==> src/cst_defs.svh <==
`ifndef CST_DEFS_SVH
`define CST_DEFS_SVH

// command codes
`define CST_STATUS_ADDR 8'h39
`define CST_VBAT_ADDR 8'h3A
`define CST_VIN_ADDR 8'h3B
`define CST_VOUT_ADDR 8'h3C
`define CST_IBAT_ADDR 8'h3D
`define CST_IIN_ADDR 8'h3E
`define CST_DIE_ADDR 8'h3F
`define CST_NTC_ADDR 8'h40
`define CST_BSR_ADDR 8'h41
`define CST_TELEM_BASE 8'h3A
`define CST_TELEM_LAST 8'h41

// telemetry channel numbers (offset from base)
`define CST_CH_IBAT 3'h3
`define CST_CH_NTC 3'h6

// live status bit positions
`define CST_ST_NO_FREQ_RES 5
`define CST_ST_THERMAL_SD 4
`define CST_ST_INPUT_OVLO 3
`define CST_ST_IN_GT_BAT 2
`define CST_ST_IN_GT_UVLO 1
`define CST_ST_INTSUP_OK 0

// layout of the synchronised pin vector
`define CST_SY_SCL 0
`define CST_SY_SDA 1
`define CST_SY_STATUS_LO 2
`define CST_SY_CHG_EN 8
`define CST_SY_WIDTH 9

// reset values and codes
`define CST_TELEM_RESET 16'h0000
`define CST_OPEN_NTC_CODE 16'h54B4
`define CST_NTC_FULL_SCALE 16'h5545
`define CST_I2C_ADDR_DEFAULT 7'h2A

`endif

==> src/cst_pkg.sv <==
package cst_pkg;

    typedef enum logic [3:0] {
        CST_IDLE,
        CST_ADDR,
        CST_ADDR_ACK,
        CST_CMD,
        CST_CMD_ACK,
        CST_WDATA,
        CST_WDATA_ACK,
        CST_RDATA,
        CST_RACK
    } cst_state_e_t;

    typedef struct packed {
        cst_state_e_t fsm;
        logic [3:0] bit_cnt;
        logic [7:0] rx;
        logic [7:0] tx;
        logic [7:0] cmd;
        logic is_read;
        logic more;
        logic [1:0] byte_sel;
        logic [15:0] snap;
        logic sda_oe;
        logic sda_out;
        logic scl_prev;
        logic sda_prev;
        logic [7:0][15:0] telem;
        logic questionable;
        logic ntc_open;
    } cst_top_t;

endpackage : cst_pkg

==> src/cst_sync_if.sv <==
`timescale 1ns/100ps
interface cst_sync_if #(
    parameter int W = 1
);
    logic [W-1:0] raw;
    logic [W-1:0] synced;

    modport sync (input raw, output synced);
    modport user (output raw, input synced);
endinterface : cst_sync_if

==> src/cst_sync.sv <==
`timescale 1ns/100ps
module cst_sync #(
    parameter int W = 1
) (
    // clock and reset
    input wire logic clk_i,
    input wire logic reset_i,
    // raw pins in, settled copies out
    cst_sync_if.sync port
);
    typedef struct packed {
        logic [W-1:0] meta;
        logic [W-1:0] stable;
    } cst_sync_t;

    cst_sync_t q;
    cst_sync_t next_q;

    // the first stage feeds only the second stage
    always_comb begin
        next_q.meta = port.raw;
        next_q.stable = q.meta;
    end

    always_ff @(posedge clk_i) begin
        if (reset_i) begin
            // the bus lines idle high; a cleared chain would fake edges after reset
            q <= '1;
        end else begin
            q <= next_q;
        end
    end

    assign port.synced = q.stable;
endmodule : cst_sync

==> src/cst_telemetry_regs.sv <==
`timescale 1ns/100ps
`include "cst_defs.svh"
module cst_telemetry_regs #(
    parameter logic [6:0] DEV_ADDR = `CST_I2C_ADDR_DEFAULT
) (
    // clock and reset
    input wire logic clk_i,
    input wire logic reset_i,
    // two-wire host port, data line is open drain
    input wire logic scl_i,
    input wire logic sda_i,
    output logic sda_o,
    output logic sda_oe_o,
    // live analog condition comparators
    input wire logic charger_enabled_i,
    input wire logic missing_freq_resistor_i,
    input wire logic thermal_shutdown_i,
    input wire logic input_ovlo_i,
    input wire logic input_above_battery_i,
    input wire logic input_above_uvlo_i,
    input wire logic internal_supply_ok_i,
    // conversion results from the measurement sequencer
    input wire logic telem_valid_i,
    input wire logic [2:0] telem_channel_i,
    input wire logic [15:0] telem_data_i,
    input wire logic [15:0] icharge_over_10_i,
    // derived flags
    output logic bsr_questionable_o,
    output logic ntc_open_o
);
    cst_pkg::cst_top_t q;
    cst_pkg::cst_top_t next_q;

    cst_sync_if #(.W(`CST_SY_WIDTH)) pins ();

    cst_sync #(
        .W(`CST_SY_WIDTH)
    ) u_sync (
        .clk_i(clk_i),
        .reset_i(reset_i),
        .port(pins)
    );

    assign pins.raw = {
        charger_enabled_i,
        missing_freq_resistor_i,
        thermal_shutdown_i,
        input_ovlo_i,
        input_above_battery_i,
        input_above_uvlo_i,
        internal_supply_ok_i,
        sda_i,
        scl_i
    };

    logic scl;
    logic sda;
    logic chg_en;
    logic [5:0] cond;
    logic [5:0] live_status;
    logic scl_rise;
    logic scl_fall;
    logic start_seen;
    logic stop_seen;

    assign scl = pins.synced[`CST_SY_SCL];
    assign sda = pins.synced[`CST_SY_SDA];
    assign chg_en = pins.synced[`CST_SY_CHG_EN];
    assign cond = pins.synced[`CST_SY_STATUS_LO +: 6];

    // edges are taken from the settled copies, never from the first stage
    assign scl_rise = scl && !q.scl_prev;
    assign scl_fall = !scl && q.scl_prev;
    assign start_seen = scl && q.scl_prev && !sda && q.sda_prev;
    assign stop_seen = scl && q.scl_prev && sda && !q.sda_prev;

    // live condition word, nothing latched
    always_comb begin
        live_status = cond;
        // resistor detection is meaningless while the charger is off
        live_status[`CST_ST_NO_FREQ_RES] = cond[`CST_ST_NO_FREQ_RES] || !chg_en;
        live_status[`CST_ST_THERMAL_SD] = cond[`CST_ST_THERMAL_SD];
        live_status[`CST_ST_INPUT_OVLO] = cond[`CST_ST_INPUT_OVLO];
        live_status[`CST_ST_IN_GT_BAT] = cond[`CST_ST_IN_GT_BAT];
        live_status[`CST_ST_IN_GT_UVLO] = cond[`CST_ST_IN_GT_UVLO];
        live_status[`CST_ST_INTSUP_OK] = cond[`CST_ST_INTSUP_OK];
    end

    // word presented for a command code; unmapped codes read zero
    function automatic logic [15:0] read_word(
        input logic [7:0] addr,
        input logic [7:0][15:0] t,
        input logic [5:0] st
    );
        logic [15:0] w;
        logic [7:0] idx;
        w = 16'h0000;
        idx = addr - `CST_TELEM_BASE;
        if (addr == `CST_STATUS_ADDR) begin
            w = {10'h000, st};
        end else if (addr >= `CST_TELEM_BASE && addr <= `CST_TELEM_LAST) begin
            w = t[idx[2:0]];
        end
        return w;
    endfunction : read_word

    // byte of the held snapshot, low byte first, then zeros
    function automatic logic [7:0] snap_byte(
        input logic [15:0] s,
        input logic [1:0] sel
    );
        logic [7:0] b;
        b = 8'h00;
        if (sel == 2'h0) begin
            b = s[7:0];
        end else if (sel == 2'h1) begin
            b = s[15:8];
        end
        return b;
    endfunction : snap_byte

    always_comb begin
        logic [7:0] first;
        logic [7:0] nxt;
        first = 8'h00;
        nxt = 8'h00;
        next_q = q;
        next_q.scl_prev = scl;
        next_q.sda_prev = sda;
        next_q.sda_out = 1'b0;

        // telemetry capture; the sequencer supplies battery drain as a
        // negative code while the charger is off, stored untouched
        if (telem_valid_i) begin
            next_q.telem[telem_channel_i] = telem_data_i;
        end
        // compare against the stored battery current, signed
        next_q.questionable =
            $signed(q.telem[`CST_CH_IBAT]) < $signed(icharge_over_10_i);
        next_q.ntc_open = (q.telem[`CST_CH_NTC] == `CST_OPEN_NTC_CODE);

        // host port sequencing
        if (start_seen) begin
            next_q.fsm = cst_pkg::CST_ADDR;
            next_q.bit_cnt = 4'h0;
            next_q.sda_oe = 1'b0;
        end else if (stop_seen) begin
            next_q.fsm = cst_pkg::CST_IDLE;
            next_q.sda_oe = 1'b0;
        end else begin
            case (q.fsm)
                cst_pkg::CST_IDLE: begin
                    next_q.sda_oe = 1'b0;
                end
                cst_pkg::CST_ADDR, cst_pkg::CST_CMD, cst_pkg::CST_WDATA: begin
                    if (scl_rise && q.bit_cnt != 4'h8) begin
                        next_q.rx = {q.rx[6:0], sda};
                        next_q.bit_cnt = q.bit_cnt + 4'h1;
                    end else if (scl_fall && q.bit_cnt == 4'h8) begin
                        next_q.bit_cnt = 4'h0;
                        if (q.fsm == cst_pkg::CST_ADDR) begin
                            if (q.rx[7:1] == DEV_ADDR) begin
                                next_q.sda_oe = 1'b1;
                                next_q.is_read = q.rx[0];
                                next_q.fsm = cst_pkg::CST_ADDR_ACK;
                                // one snapshot per read keeps both bytes coherent
                                next_q.snap = read_word(q.cmd, q.telem, live_status);
                                next_q.byte_sel = 2'h0;
                            end else begin
                                next_q.fsm = cst_pkg::CST_IDLE;
                            end
                        end else if (q.fsm == cst_pkg::CST_CMD) begin
                            next_q.cmd = q.rx;
                            next_q.sda_oe = 1'b1;
                            next_q.fsm = cst_pkg::CST_CMD_ACK;
                        end else begin
                            // every register here is read-only: data is acked and dropped
                            next_q.sda_oe = 1'b1;
                            next_q.fsm = cst_pkg::CST_WDATA_ACK;
                        end
                    end
                end
                cst_pkg::CST_ADDR_ACK: begin
                    if (scl_fall) begin
                        if (q.is_read) begin
                            first = snap_byte(q.snap, 2'h0);
                            next_q.sda_oe = !first[7];
                            next_q.tx = {first[6:0], 1'b0};
                            next_q.bit_cnt = 4'h1;
                            next_q.fsm = cst_pkg::CST_RDATA;
                        end else begin
                            next_q.sda_oe = 1'b0;
                            next_q.fsm = cst_pkg::CST_CMD;
                        end
                    end
                end
                cst_pkg::CST_CMD_ACK, cst_pkg::CST_WDATA_ACK: begin
                    if (scl_fall) begin
                        next_q.sda_oe = 1'b0;
                        next_q.fsm = cst_pkg::CST_WDATA;
                    end
                end
                cst_pkg::CST_RDATA: begin
                    if (scl_fall) begin
                        if (q.bit_cnt == 4'h8) begin
                            next_q.sda_oe = 1'b0;
                            next_q.fsm = cst_pkg::CST_RACK;
                        end else begin
                            next_q.sda_oe = !q.tx[7];
                            next_q.tx = {q.tx[6:0], 1'b0};
                            next_q.bit_cnt = q.bit_cnt + 4'h1;
                        end
                    end
                end
                cst_pkg::CST_RACK: begin
                    if (scl_rise) begin
                        next_q.more = !sda;
                    end else if (scl_fall) begin
                        if (q.more) begin
                            // saturate so bytes past the word read as zero
                            nxt = snap_byte(q.snap, q.byte_sel + 2'h1);
                            if (q.byte_sel != 2'h2) begin
                                next_q.byte_sel = q.byte_sel + 2'h1;
                            end
                            next_q.sda_oe = !nxt[7];
                            next_q.tx = {nxt[6:0], 1'b0};
                            next_q.bit_cnt = 4'h1;
                            next_q.fsm = cst_pkg::CST_RDATA;
                        end else begin
                            next_q.fsm = cst_pkg::CST_IDLE;
                        end
                    end
                end
                default: begin
                    next_q.fsm = cst_pkg::CST_IDLE;
                    next_q.sda_oe = 1'b0;
                end
            endcase
        end
    end

    always_ff @(posedge clk_i) begin
        if (reset_i) begin
            q <= '0;
            q.fsm <= cst_pkg::CST_IDLE;
            q.scl_prev <= 1'b1;
            q.sda_prev <= 1'b1;
            for (int i = 0; i < 8; i++) begin
                q.telem[i] <= `CST_TELEM_RESET;
            end
        end else begin
            q <= next_q;
        end
    end

    assign sda_o = q.sda_out;
    assign sda_oe_o = q.sda_oe;
    assign bsr_questionable_o = q.questionable;
    assign ntc_open_o = q.ntc_open;
endmodule : cst_telemetry_regs

==> config.mk <==
export PLATFORM = sky130hd
export DESIGN_NAME = cst_telemetry_regs
export DESIGN_NICKNAME = d
export VERILOG_FILES = /design/src/cst_pkg.sv /design/src/cst_sync_if.sv /design/src/cst_sync.sv /design/src/cst_telemetry_regs.sv
export VERILOG_INCLUDE_DIRS = /design/src
export SDC_FILE = /design/constraint.sdc
export NUM_CORES = 1
export LEC_CHECK = 0
export BUFFER_PORTS_ARGS = -buffer_cell sky130_fd_sc_hd__buf_2
export CAP_MARGIN = 10
export CORE_ASPECT_RATIO = 1.25
export CORE_UTILIZATION = 52
export CTS_BUF_LIST = sky130_fd_sc_hd__clkbuf_4 sky130_fd_sc_hd__clkbuf_8
export DETAILED_ROUTE_END_ITERATION = 10
export PLACE_DENSITY = 0.69
export RECOVER_POWER = 50
export SYNTH_ARGS = -nofsm -noshare
export SYNTH_HDL_FRONTEND = slang
export SYNTH_SLANG_ARGS = --single-unit
export TNS_END_PERCENT = 20
==> constraint.sdc <==
create_clock -name clk_i -period 2.7 [get_ports clk_i]
set_input_delay 0 -clock clk_i [delete_from_list [all_inputs] [get_ports clk_i]]
set_output_delay 0 -clock clk_i [all_outputs]
set_load 0.01 [all_outputs]
**Word-level counts from Yosys, hierarchy flattened**

Cells that the tools add are included.

- Magnitude comparators: 6
- Reduce and logical (&&, ||, !) cells: 39
- Bitwise logic cells: 5
- Mux-type cells: 81
- Equality and inequality tests: 40
- Add/sub/neg operators: 3

Operators with widths:

| cell | number |
|---|---|
| 2-to-1 mux 8 bit | 30 |
| bitwise mux 128 bit | 1 |
| 2-to-1 mux 16 bit | 5 |
| 2-to-1 mux 19 bit | 3 |
| binary-select mux 16 bit (select 3 bit) | 1 |
| demux 16 bit (select 3 bit) | 1 |
| 2-to-1 mux 48 bit | 1 |
| 2-to-1 mux 4 bit | 9 |
| inequality test 4 bit, second input constant | 9 |
| inequality test 2 bit, second input constant | 15 |
| 2-to-1 mux 9 bit | 3 |
| AND reduction 9 bit | 3 |
| one-hot mux 4 bit (6 select lines) | 1 |
| one-hot mux 8 bit (3 select lines) | 1 |
| AND reduction 10 bit | 2 |
| 2-to-1 mux 18 bit | 1 |
| == test 16 x 15 -> 1 bit, second input constant | 1 |
| == test 4 x 3 -> 1 bit, second input constant | 4 |
| less-than comparator 16 bit | 1 |
| one-hot mux 4 bit (4 select lines) | 1 |
| AND reduction 7 bit | 2 |
| 2-to-1 mux 1 bit | 13 |
| 2-to-1 mux 2 bit | 6 |
| logical AND 1 bit | 11 |
| 29 further kinds | 49 |

- Output and inout bits: 4
- Logic and storage cells: 200
- Flip-flop bits (word level): 204
- Input bits: 47

**Depth between registers and ports, before layout**

Gate-level depths: netlist of run 1.

- Word-level depth: 16
- Depth in mapped cells: 10
- Mapped depth without buffers: 8

**By module**

A second synthesis of run 1 with hierarchy kept.

- Cell total of the unflattened synthesis: 1,092
- Area total of the unflattened synthesis: 9,138.8 um^2

Modules (own cells, without submodules):

| module | seq. area each (um^2) | area each (um^2) | times used | cells an instance |
|---|---|---|---|---|
| cst_telemetry_regs | 3,683.5 | 8,654.6 | 1 | 1,055 |
| cst_sync | 360.3 | 484.2 | 1 | 37 |

**Worst setup path after synthesis of run 1**

Ideal clock, no wire load.

- Path type: register to register
- Start: reg q[178] (netlist bit)
- End: reg q[180] (netlist bit)
- Arrival time: 1.919 ns
- Data required time: 2.630 ns
- Clock period less this slack: 1.989 ns
- Path buffers: 1
- Setup time: 0.070 ns
- Slack: 0.711 ns
- Cell stages (with the launch flop): 9
- Cells stage by stage: dfxtp_1 > inv_1 > ha_1 > nand3b_1 > nor2b_1 > clkbuf_1 > a21oi_1 > or4b_1 > a21oi_1

- Word-level cells in the longest chain between the ends: 4
- Elaborated cells between the ends (all ways): 12
- Those cells by class: 1 x add/sub; 4 x eq/ne; 4 x mux; 3 x reduce/logical

RTL lines:

| what | RTL line | RTL |
|---|---|---|
| from (decl) | cst_telemetry_regs.sv:31 | `cst_pkg::cst_top_t q;` |
| from (signal assigned) | cst_telemetry_regs.sv:252 | `q <= next_q;` |
| adder 4 x 1 -> 4 bit, or another cell as far along | cst_telemetry_regs.sv:158, cst_telemetry_regs.sv:211 |  |
| 2-to-1 mux 4 bit, or another cell as far along | cst_telemetry_regs.sv:205 | `if (q.bit_cnt == 4'h8) begin` |
| 2-to-1 mux 8 bit, or another cell as far along | cst_telemetry_regs.sv:204 | `if (scl_fall) begin` |
| one-hot mux 4 bit (4 select lines) / AND reduction 10 bit (equally long branches) | - |  |

Parallel ways exist; a longest one is shown, timed or not. The select of a mux whose other input is x is not followed.
A chain may end at the register's enable or synchronous reset.

**Worst setup path after layout of run 1**

- Start: in reset_i
- End: reg q[115] (netlist bit)

RTL lines:

| what | RTL line | RTL |
|---|---|---|
| from (decl) | cst_telemetry_regs.sv:8 | `input wire logic reset_i,` |

No word-level cell between the ends.

==> impl_metrics.py, run 1 <==
metrics = {
    "status": {
        "outcome": "finished, violations left",
        "violations": "max-capacitance violations, max-slew violations",
    },
    "global_route": {
        "overflow": 0,
        "antenna_found_initial": 0,
        "grt_pass1_vias": 7386,
        "grt_start_max_net_pins": 102,
        "grt_pass1_wl_um": 36200,
        "grt_usage_pct": 24.9,
    },
    "critical_path": {
        "critical_path_required_ns": 3.06,
        "cp_top_family": "buffers and inverters",
        "timing.reg2reg.setup_slack_ns": 0.30,
        "cpMaxStageDelayCell": "clkbuf_2",
        "r2r_cells": 8,
        "cp-start-kind": "input port",
        "path_buf_inv": 3,
        "path_cells": "dlygate4sd3_1 > clkbuf_2 > buf_4 > a21oi_1",
        "slowest_delay_ns": 1.40,
        "cp_max_fo": 101,
        "reg2reg_from": "q[178]",
        "reg2reg_to": "q[144]",
        "worstSetupEndpointType": "flop",
        "critPathLaunch": "reset_i",
        "critPathKind": "in2reg",
        "crit_arrival_ns": 2.77,
    },
    "synth": {
        "synth.cell_area_mm2": 0.00913,
        "synth_area_leaders": "dfxtp_1, nand2_1, a21oi_1, mux4_2, mux2i_1",
        "synth_top_area_share_pct": 44.3,
        "synth-main-ff-cell": "dfxtp_1",
        "synth_seq_cells": 202,
        "syn_inst": 1104,
        "synth_edf_count": 0,
        "syn_avg_cell_area_um2": 8.27,
        "yosysTopAreaCell": "dfxtp_1",
        "synthArstFlopShare_pct": 0,
        "ys_seq_area_share_pct": 44.3,
        "syn_nets": 1171,
        "synth_cell_types": 55,
        "yosysWarnings": 0,
    },
    "die": {
        "ios": 51,
        "die_w_um": 121,
        "core_mm2": 0.0170,
        "die_h_um": 150,
        "initial_core_util_pct": 53.8,
        "rows": 53,
        "design.die.area_mm2": 0.0181,
    },
    "power_and_ir_drop": {
        "peakVddDrop_mv": 0.434,
        "p_leak_uw": 0.00371,
        "power.density_mw_per_mm2": 594,
    },
    "route": {
        "viasPerCell": 5.51,
        "routed_wl_um": 21900,
        "firstDrtPassIters": 5,
        "drtIter0Drc": 577,
        "drcViolationCount": 0,
        "wl_per_cell_um": 15.7,
        "vias": 7675,
        "ant_nets": 0,
    },
    "worst_hold_path": {
        "min_from": "icharge_over_10_i[14]",
        "hold_path.class": "in2reg",
        "whs_endpoint": "bsr_questionable_o",
        "hold_path_depth": 5,
    },
    "cells_and_area": {
        "nets": 1219,
        "final_cell_area_mm2": 0.0104,
        "antenna_cells": 0,
        "stdcell_count": 1393,
        "final_common_cell": "nand2_1",
        "syn2layout_area_growth_pct": 13.9,
        "mostFrequentLayoutCells": "nand2_1, dfxtp_1, a21oi_1",
        "drive_above_1_share_pct": 15.3,
    },
    "clocking": {
        "cts_sinks": 202,
        "insertion_delay_ns": 0.51,
        "numCtsBuffers": 34,
        "clock_path_buffers": 3,
        "cts-root-buf": "clkbuf_8",
        "post_cts_resized": 0,
        "cts_tree": "built",
        "path_clk_slew_ns": 0.06,
        "cts_htree_levels": 2,
    },
    "timing": {
        "worst_slack_ns": 0.287,
        "slew-limit-headroom_pct": -30.6,
        "rsz0062_at_grt": "no",
        "maxSlewViolCount": 102,
        "finalCriticalPeriod_ns": 2.41,
        "max_freq_mhz": 414,
        "min_period_over_period_pct": 89.4,
        "setup_violations": 0,
        "fin_hold_ws_ns": 0.0624,
        "clock_skew_ns": 0.0205,
        "hold_viol": 0,
        "setup_tns_ns": 0,
        "worst_pin_slew_ns": 1.96,
    },
    "placement": {
        "dpl_cell_area_mm2": 0.00944,
        "dpl.cell_count": 1309,
        "post-place-ws_ns": 0.358,
        "place_hpwl_um": 14300,
        "portBuffers": 49,
        "gp_congestion": 0.832,
    },
    "run": {
        "maxCapViolCount": 1,
    },
}
## power breakdown
group / switching, uW / internal, uW / total [uW] / leakage, uW
registers: 30.5 / 3040 / 3070 / 0.00164
clock network: 1170 / 1600 / 2770 / 0.000371
logic: 207 / 136 / 343 / 0.00170
## worst max path at each step
stage               slack (ns)  cells past startpoint  endpoint
floorplan                 0.71                      8    q[180]
global placement          0.45                      7    q[159]
detailed placement        0.36                      8    q[144]
CTS                       0.32                      8    q[144]
global route              0.10                      4    q[101]
finish                    0.29                      4    q[115]
## tightest hold or removal path, stage by stage
cell and delay, ns:
buf_2 0.09, inv_1 0.04, ha_1 0.13, nor4b_1 0.04
a32o_1 0.20
## metrics by stage
| stage | utilization (%) | total power [uW] |
|---|---|---|
| 2_1_floorplan | - | 3340 |
| 3_3_place_gp | 55.6 | 3440 |
| 3_5_place_dp | 55.6 | 3440 |
| 4_1_cts | 61.3 | 6230 |
| 5_1_grt | 61.3 | 6410 |
| 6_report | 61.3 | 6180 |
## synth_stat cells, types with 4 or more instances
| cell type | instances |
|---|---|
| a21o_1 | 8 |
| a21oi_1 | 171 |
| a32oi_1 | 6 |
| buf_1 | 7 |
| buf_2 | 12 |
| buf_6 | 4 |
| clkbuf_1 | 47 |
| clkbuf_2 | 13 |
| dfxtp_1 | 202 |
| ha_1 | 20 |
| inv_1 | 20 |
| mux2i_1 | 44 |
| mux4_2 | 22 |
| nand2_1 | 305 |
| nand2b_1 | 12 |
| nand3_1 | 16 |
| nor2_1 | 54 |
| nor2b_1 | 9 |
| nor3_1 | 17 |
| nor4b_1 | 5 |
| o211ai_1 | 9 |
| o21ai_0 | 17 |
| o22ai_1 | 10 |
| or2_2 | 23 |
## state kept, by name (all words and copies together), names as in the netlist
signal,cells
q,181
u_sync.next_q,9
u_sync.port.synced,9
bsr_questionable_o,1
ntc_open_o,1
sda_oe_o,1
## metal layers
metal / track usage [%] / vias up / wire length (um)
met3: 3.79 / 41 / 744
met4: 9.69 / 0 / 579
li1: - / 3842 / -
met1: 30.0 / 3634 / 9570
met2: 44.6 / 158 / 11000
met5: 0 / - / 0
## repair_timing
item / CTS / global route
hold endpoints to repair: 142 / 0
hold buffers: 27 / 0
buffers inserted: 0 / 0
## cell families (layout without fill, tap and decap cells)
logic type               count (synthesis)  after routing  synth area share [%]
AO/OA/AOI/OAI                          236            236                  14.4
adder cells (fa/ha/maj)                 20             20                  2.74
AND/OR/NAND/NOR                        469            469                  22.7
flip-flops                             202            202                  44.3
multiplexers                            68             68                  10.5
buffers and inverters                  105            174                  5.07
other                                    1              1                0.0411
XOR/XNOR                                 3              3                 0.288
## layout make-up
type | instances | area, um^2
multi-input cells | 797 | 4630
fillers | 1554 | 6570
repair buffers | 97 | 682
clock buffers | 55 | 688
inverters | 20 | 75.1
clock inverters | 2 | 12.5
well taps | 220 | 275
flip-flops and latches | 202 | 4050
Power figures use the tool's default switching activity.
==> run 2, diff against run 1 <==
Clock period 2.7 ns to 2.75 ns, I/O delays scaled along.
==> run 2 against run 1 <==
  * The flow now finishes without violations
  * Hold slack better by 0.018 ns
  * Clock skew decreased by 0.011 ns
  * Non-clock buffer count rose by 1
  * Register-to-register slack improved by 0.06 ns
  * Critical endpoint is now q[140]
==> impl_metrics.py, run 2 (synthesis results as in run 1) <==
metrics = {
    "status": {
        "outcome": "completed",
    },
    "timing": {
        "maxSlewViolCount": 0,
        "slew-limit-headroom_pct": 6.92,
        "setup_tns_ns": 0,
        "max_freq_mhz": 418,
        "min_period_over_period_pct": 87.0,
        "rsz0062_at_grt": "no",
        "finalCriticalPeriod_ns": 2.39,
        "setup_violations": 0,
        "clock_skew_ns": 0.00914,
        "worst_pin_slew_ns": 1.40,
        "fin_hold_ws_ns": 0.0808,
        "hold_viol": 0,
        "worst_slack_ns": 0.358,
    },
    "critical_path": {
        "path_cells": "inv_1 > ha_1 > nand3b_1 > or2_2 > or3_1 > nor3_1 > a21oi_1 > nor2_1",
        "cp_top_family": "simple AND/OR/NAND/NOR gates",
        "cpMaxStageDelayCell": "or3_1",
        "cp_max_fo": 23,
        "slowest_delay_ns": 0.67,
        "path_buf_inv": 1,
        "critical_path_required_ns": 3.22,
        "critPathKind": "reg2reg",
        "crit_arrival_ns": 2.86,
        "cp-start-kind": "flop",
        "worstSetupEndpointType": "flop",
    },
    "power_and_ir_drop": {
        "switchingPower_uw": 1350,
        "power.density_mw_per_mm2": 577,
        "pwr-share-clk_pct": 44.2,
        "pwr-share-seq_pct": 50.2,
        "switching_share_pct": 22.6,
        "p_int_uw": 4650,
        "p_leak_uw": 0.00369,
        "peakVddDrop_mv": 0.467,
        "p_comb_share_pct": 5.6,
    },
    "global_route": {
        "antenna_found_initial": 0,
        "overflow": 0,
        "grt_usage_pct": 24.8,
        "grt_pass1_wl_um": 36200,
        "grt_start_max_net_pins": 98,
        "grt_pass1_vias": 7296,
    },
    "die": {
        "die_w_um": 121,
        "design.die.area_mm2": 0.0181,
        "core_mm2": 0.0170,
        "initial_core_util_pct": 53.8,
        "ios": 51,
        "die_h_um": 150,
        "rows": 53,
    },
    "route": {
        "vias": 7619,
        "firstDrtPassIters": 5,
        "drcViolationCount": 0,
        "wl_per_cell_um": 15.6,
        "viasPerCell": 5.48,
        "drtIter0Drc": 653,
        "ant_nets": 0,
        "routed_wl_um": 21600,
    },
    "cells_and_area": {
        "final_common_cell": "nand2_1",
        "antenna_cells": 0,
        "syn2layout_area_growth_pct": 13.8,
        "regMostFlops": "q",
        "mostFrequentLayoutCells": "nand2_1, dfxtp_1, a21oi_1",
        "largest_reg_flops": 181,
        "drive_above_1_share_pct": 14.7,
        "nets": 1217,
    },
    "clocking": {
        "numCtsBuffers": 31,
        "cts_sinks": 202,
        "cts_tree": "built",
        "path_clk_slew_ns": 0.06,
        "clock_path_buffers": 3,
        "cts_htree_levels": 1,
        "insertion_delay_ns": 0.55,
        "cts_setup_buffers": 0,
        "post_cts_resized": 0,
        "cts-root-buf": "clkbuf_8",
    },
    "placement": {
        "gp_congestion": 0.837,
        "portBuffers": 49,
        "post-place-ws_ns": 0.393,
        "place_hpwl_um": 14500,
    },
    "worst_hold_path": {
        "hold_path.class": "in2reg",
    },
    "run": {
        "maxCapViolCount": 0,
    },
}
==> run 2: cell types whose count changed in the layout (fill, tap and decap cells not counted) <==
| cell | change |
|---|---|
| clkbuf_8 | -4 |
| clkinvlp_4 | -1 |
| buf_2 | -2 |
| buf_4 | -3 |
| buf_6 | +1 |
| bufinv_16 | +1 |
| clkbuf_1 | +4 |
| buf_12 | +1 |
| clkbuf_2 | -1 |
| dlygate4sd3_1 | +1 |
==> run 2: cell type report <==
class	count	area [um^2]
Sequential cell	202	4050
Clock buffer	51	633
Tap cell	220	275
Timing Repair Buffer	98	701
Clock inverter	2	35.0
Multi-Input combinational cell	797	4630
Inverter	20	75.1
Fill cell	1597	6590
==> run 2: worst register-to-register path, delay by kind of cell, from the launching register on <==
family	cells	cell delay [ns]
buf+inv	1	0.08
flops	1	0.33
fa+ha+maj	1	0.14
compound gates	1	0.07
simple gates	5	1.68
==> run 2: power by group through the flow <==
| stage | Combinational (uW) | Sequential, uW | Clock (uW) |
|---|---|---|---|
| finish | 338 | 3010 | 2650 |
| global route | 378 | 3020 | 2840 |
| CTS | 341 | 3010 | 2690 |
| detailed placement | 309 | 3080 | 0 |
| global placement | 304 | 3070 | 0 |
| floorplan | 217 | 3070 | 0 |
==> run 2: metrics by stage <==
step	utilization [%]	power (uW)	instance area [um^2]	cells
6_report	61.2	6000	10400	1390
5_1_grt	61.2	6230	10400	1390
4_1_cts	61.3	6040	10400	1390
3_5_place_dp	55.7	3380	9460	1309
3_3_place_gp	55.7	3380	9460	1309
2_1_floorplan	-	3280	9130	1104
==> run 2: path summary, 6_finish.rpt <==
check             slack [ns]                     to  depth (start not counted)                from
hold reg to reg         0.41  u_sync.port.synced[8]                          1    u_sync.next_q[8]
setup / recovery        0.36                 q[140]                          8              q[178]
hold / removal          0.08                  q[18]                          5  telem_channel_i[2]
setup reg to reg        0.36                 q[140]                          8              q[178]
==> run 2: repair_timing <==
| action | 4_1_cts | 5_1_grt |
|---|---|---|
| hold endpoints to repair | 162 | 0 |
| hold buffers | 28 | 0 |
| setup endpoints to repair | 0 | 0 |
==> run 2: per-layer routing <==
metal  share of wire (%)  global-route usage [%]  vias up
met4                 2.2                    8.46        0
met2                  50                    43.5      174
li1                    -                       -     3851
met5                   0                       0        -
met3                 4.2                    3.18       34
met1                  44                    31.3     3560
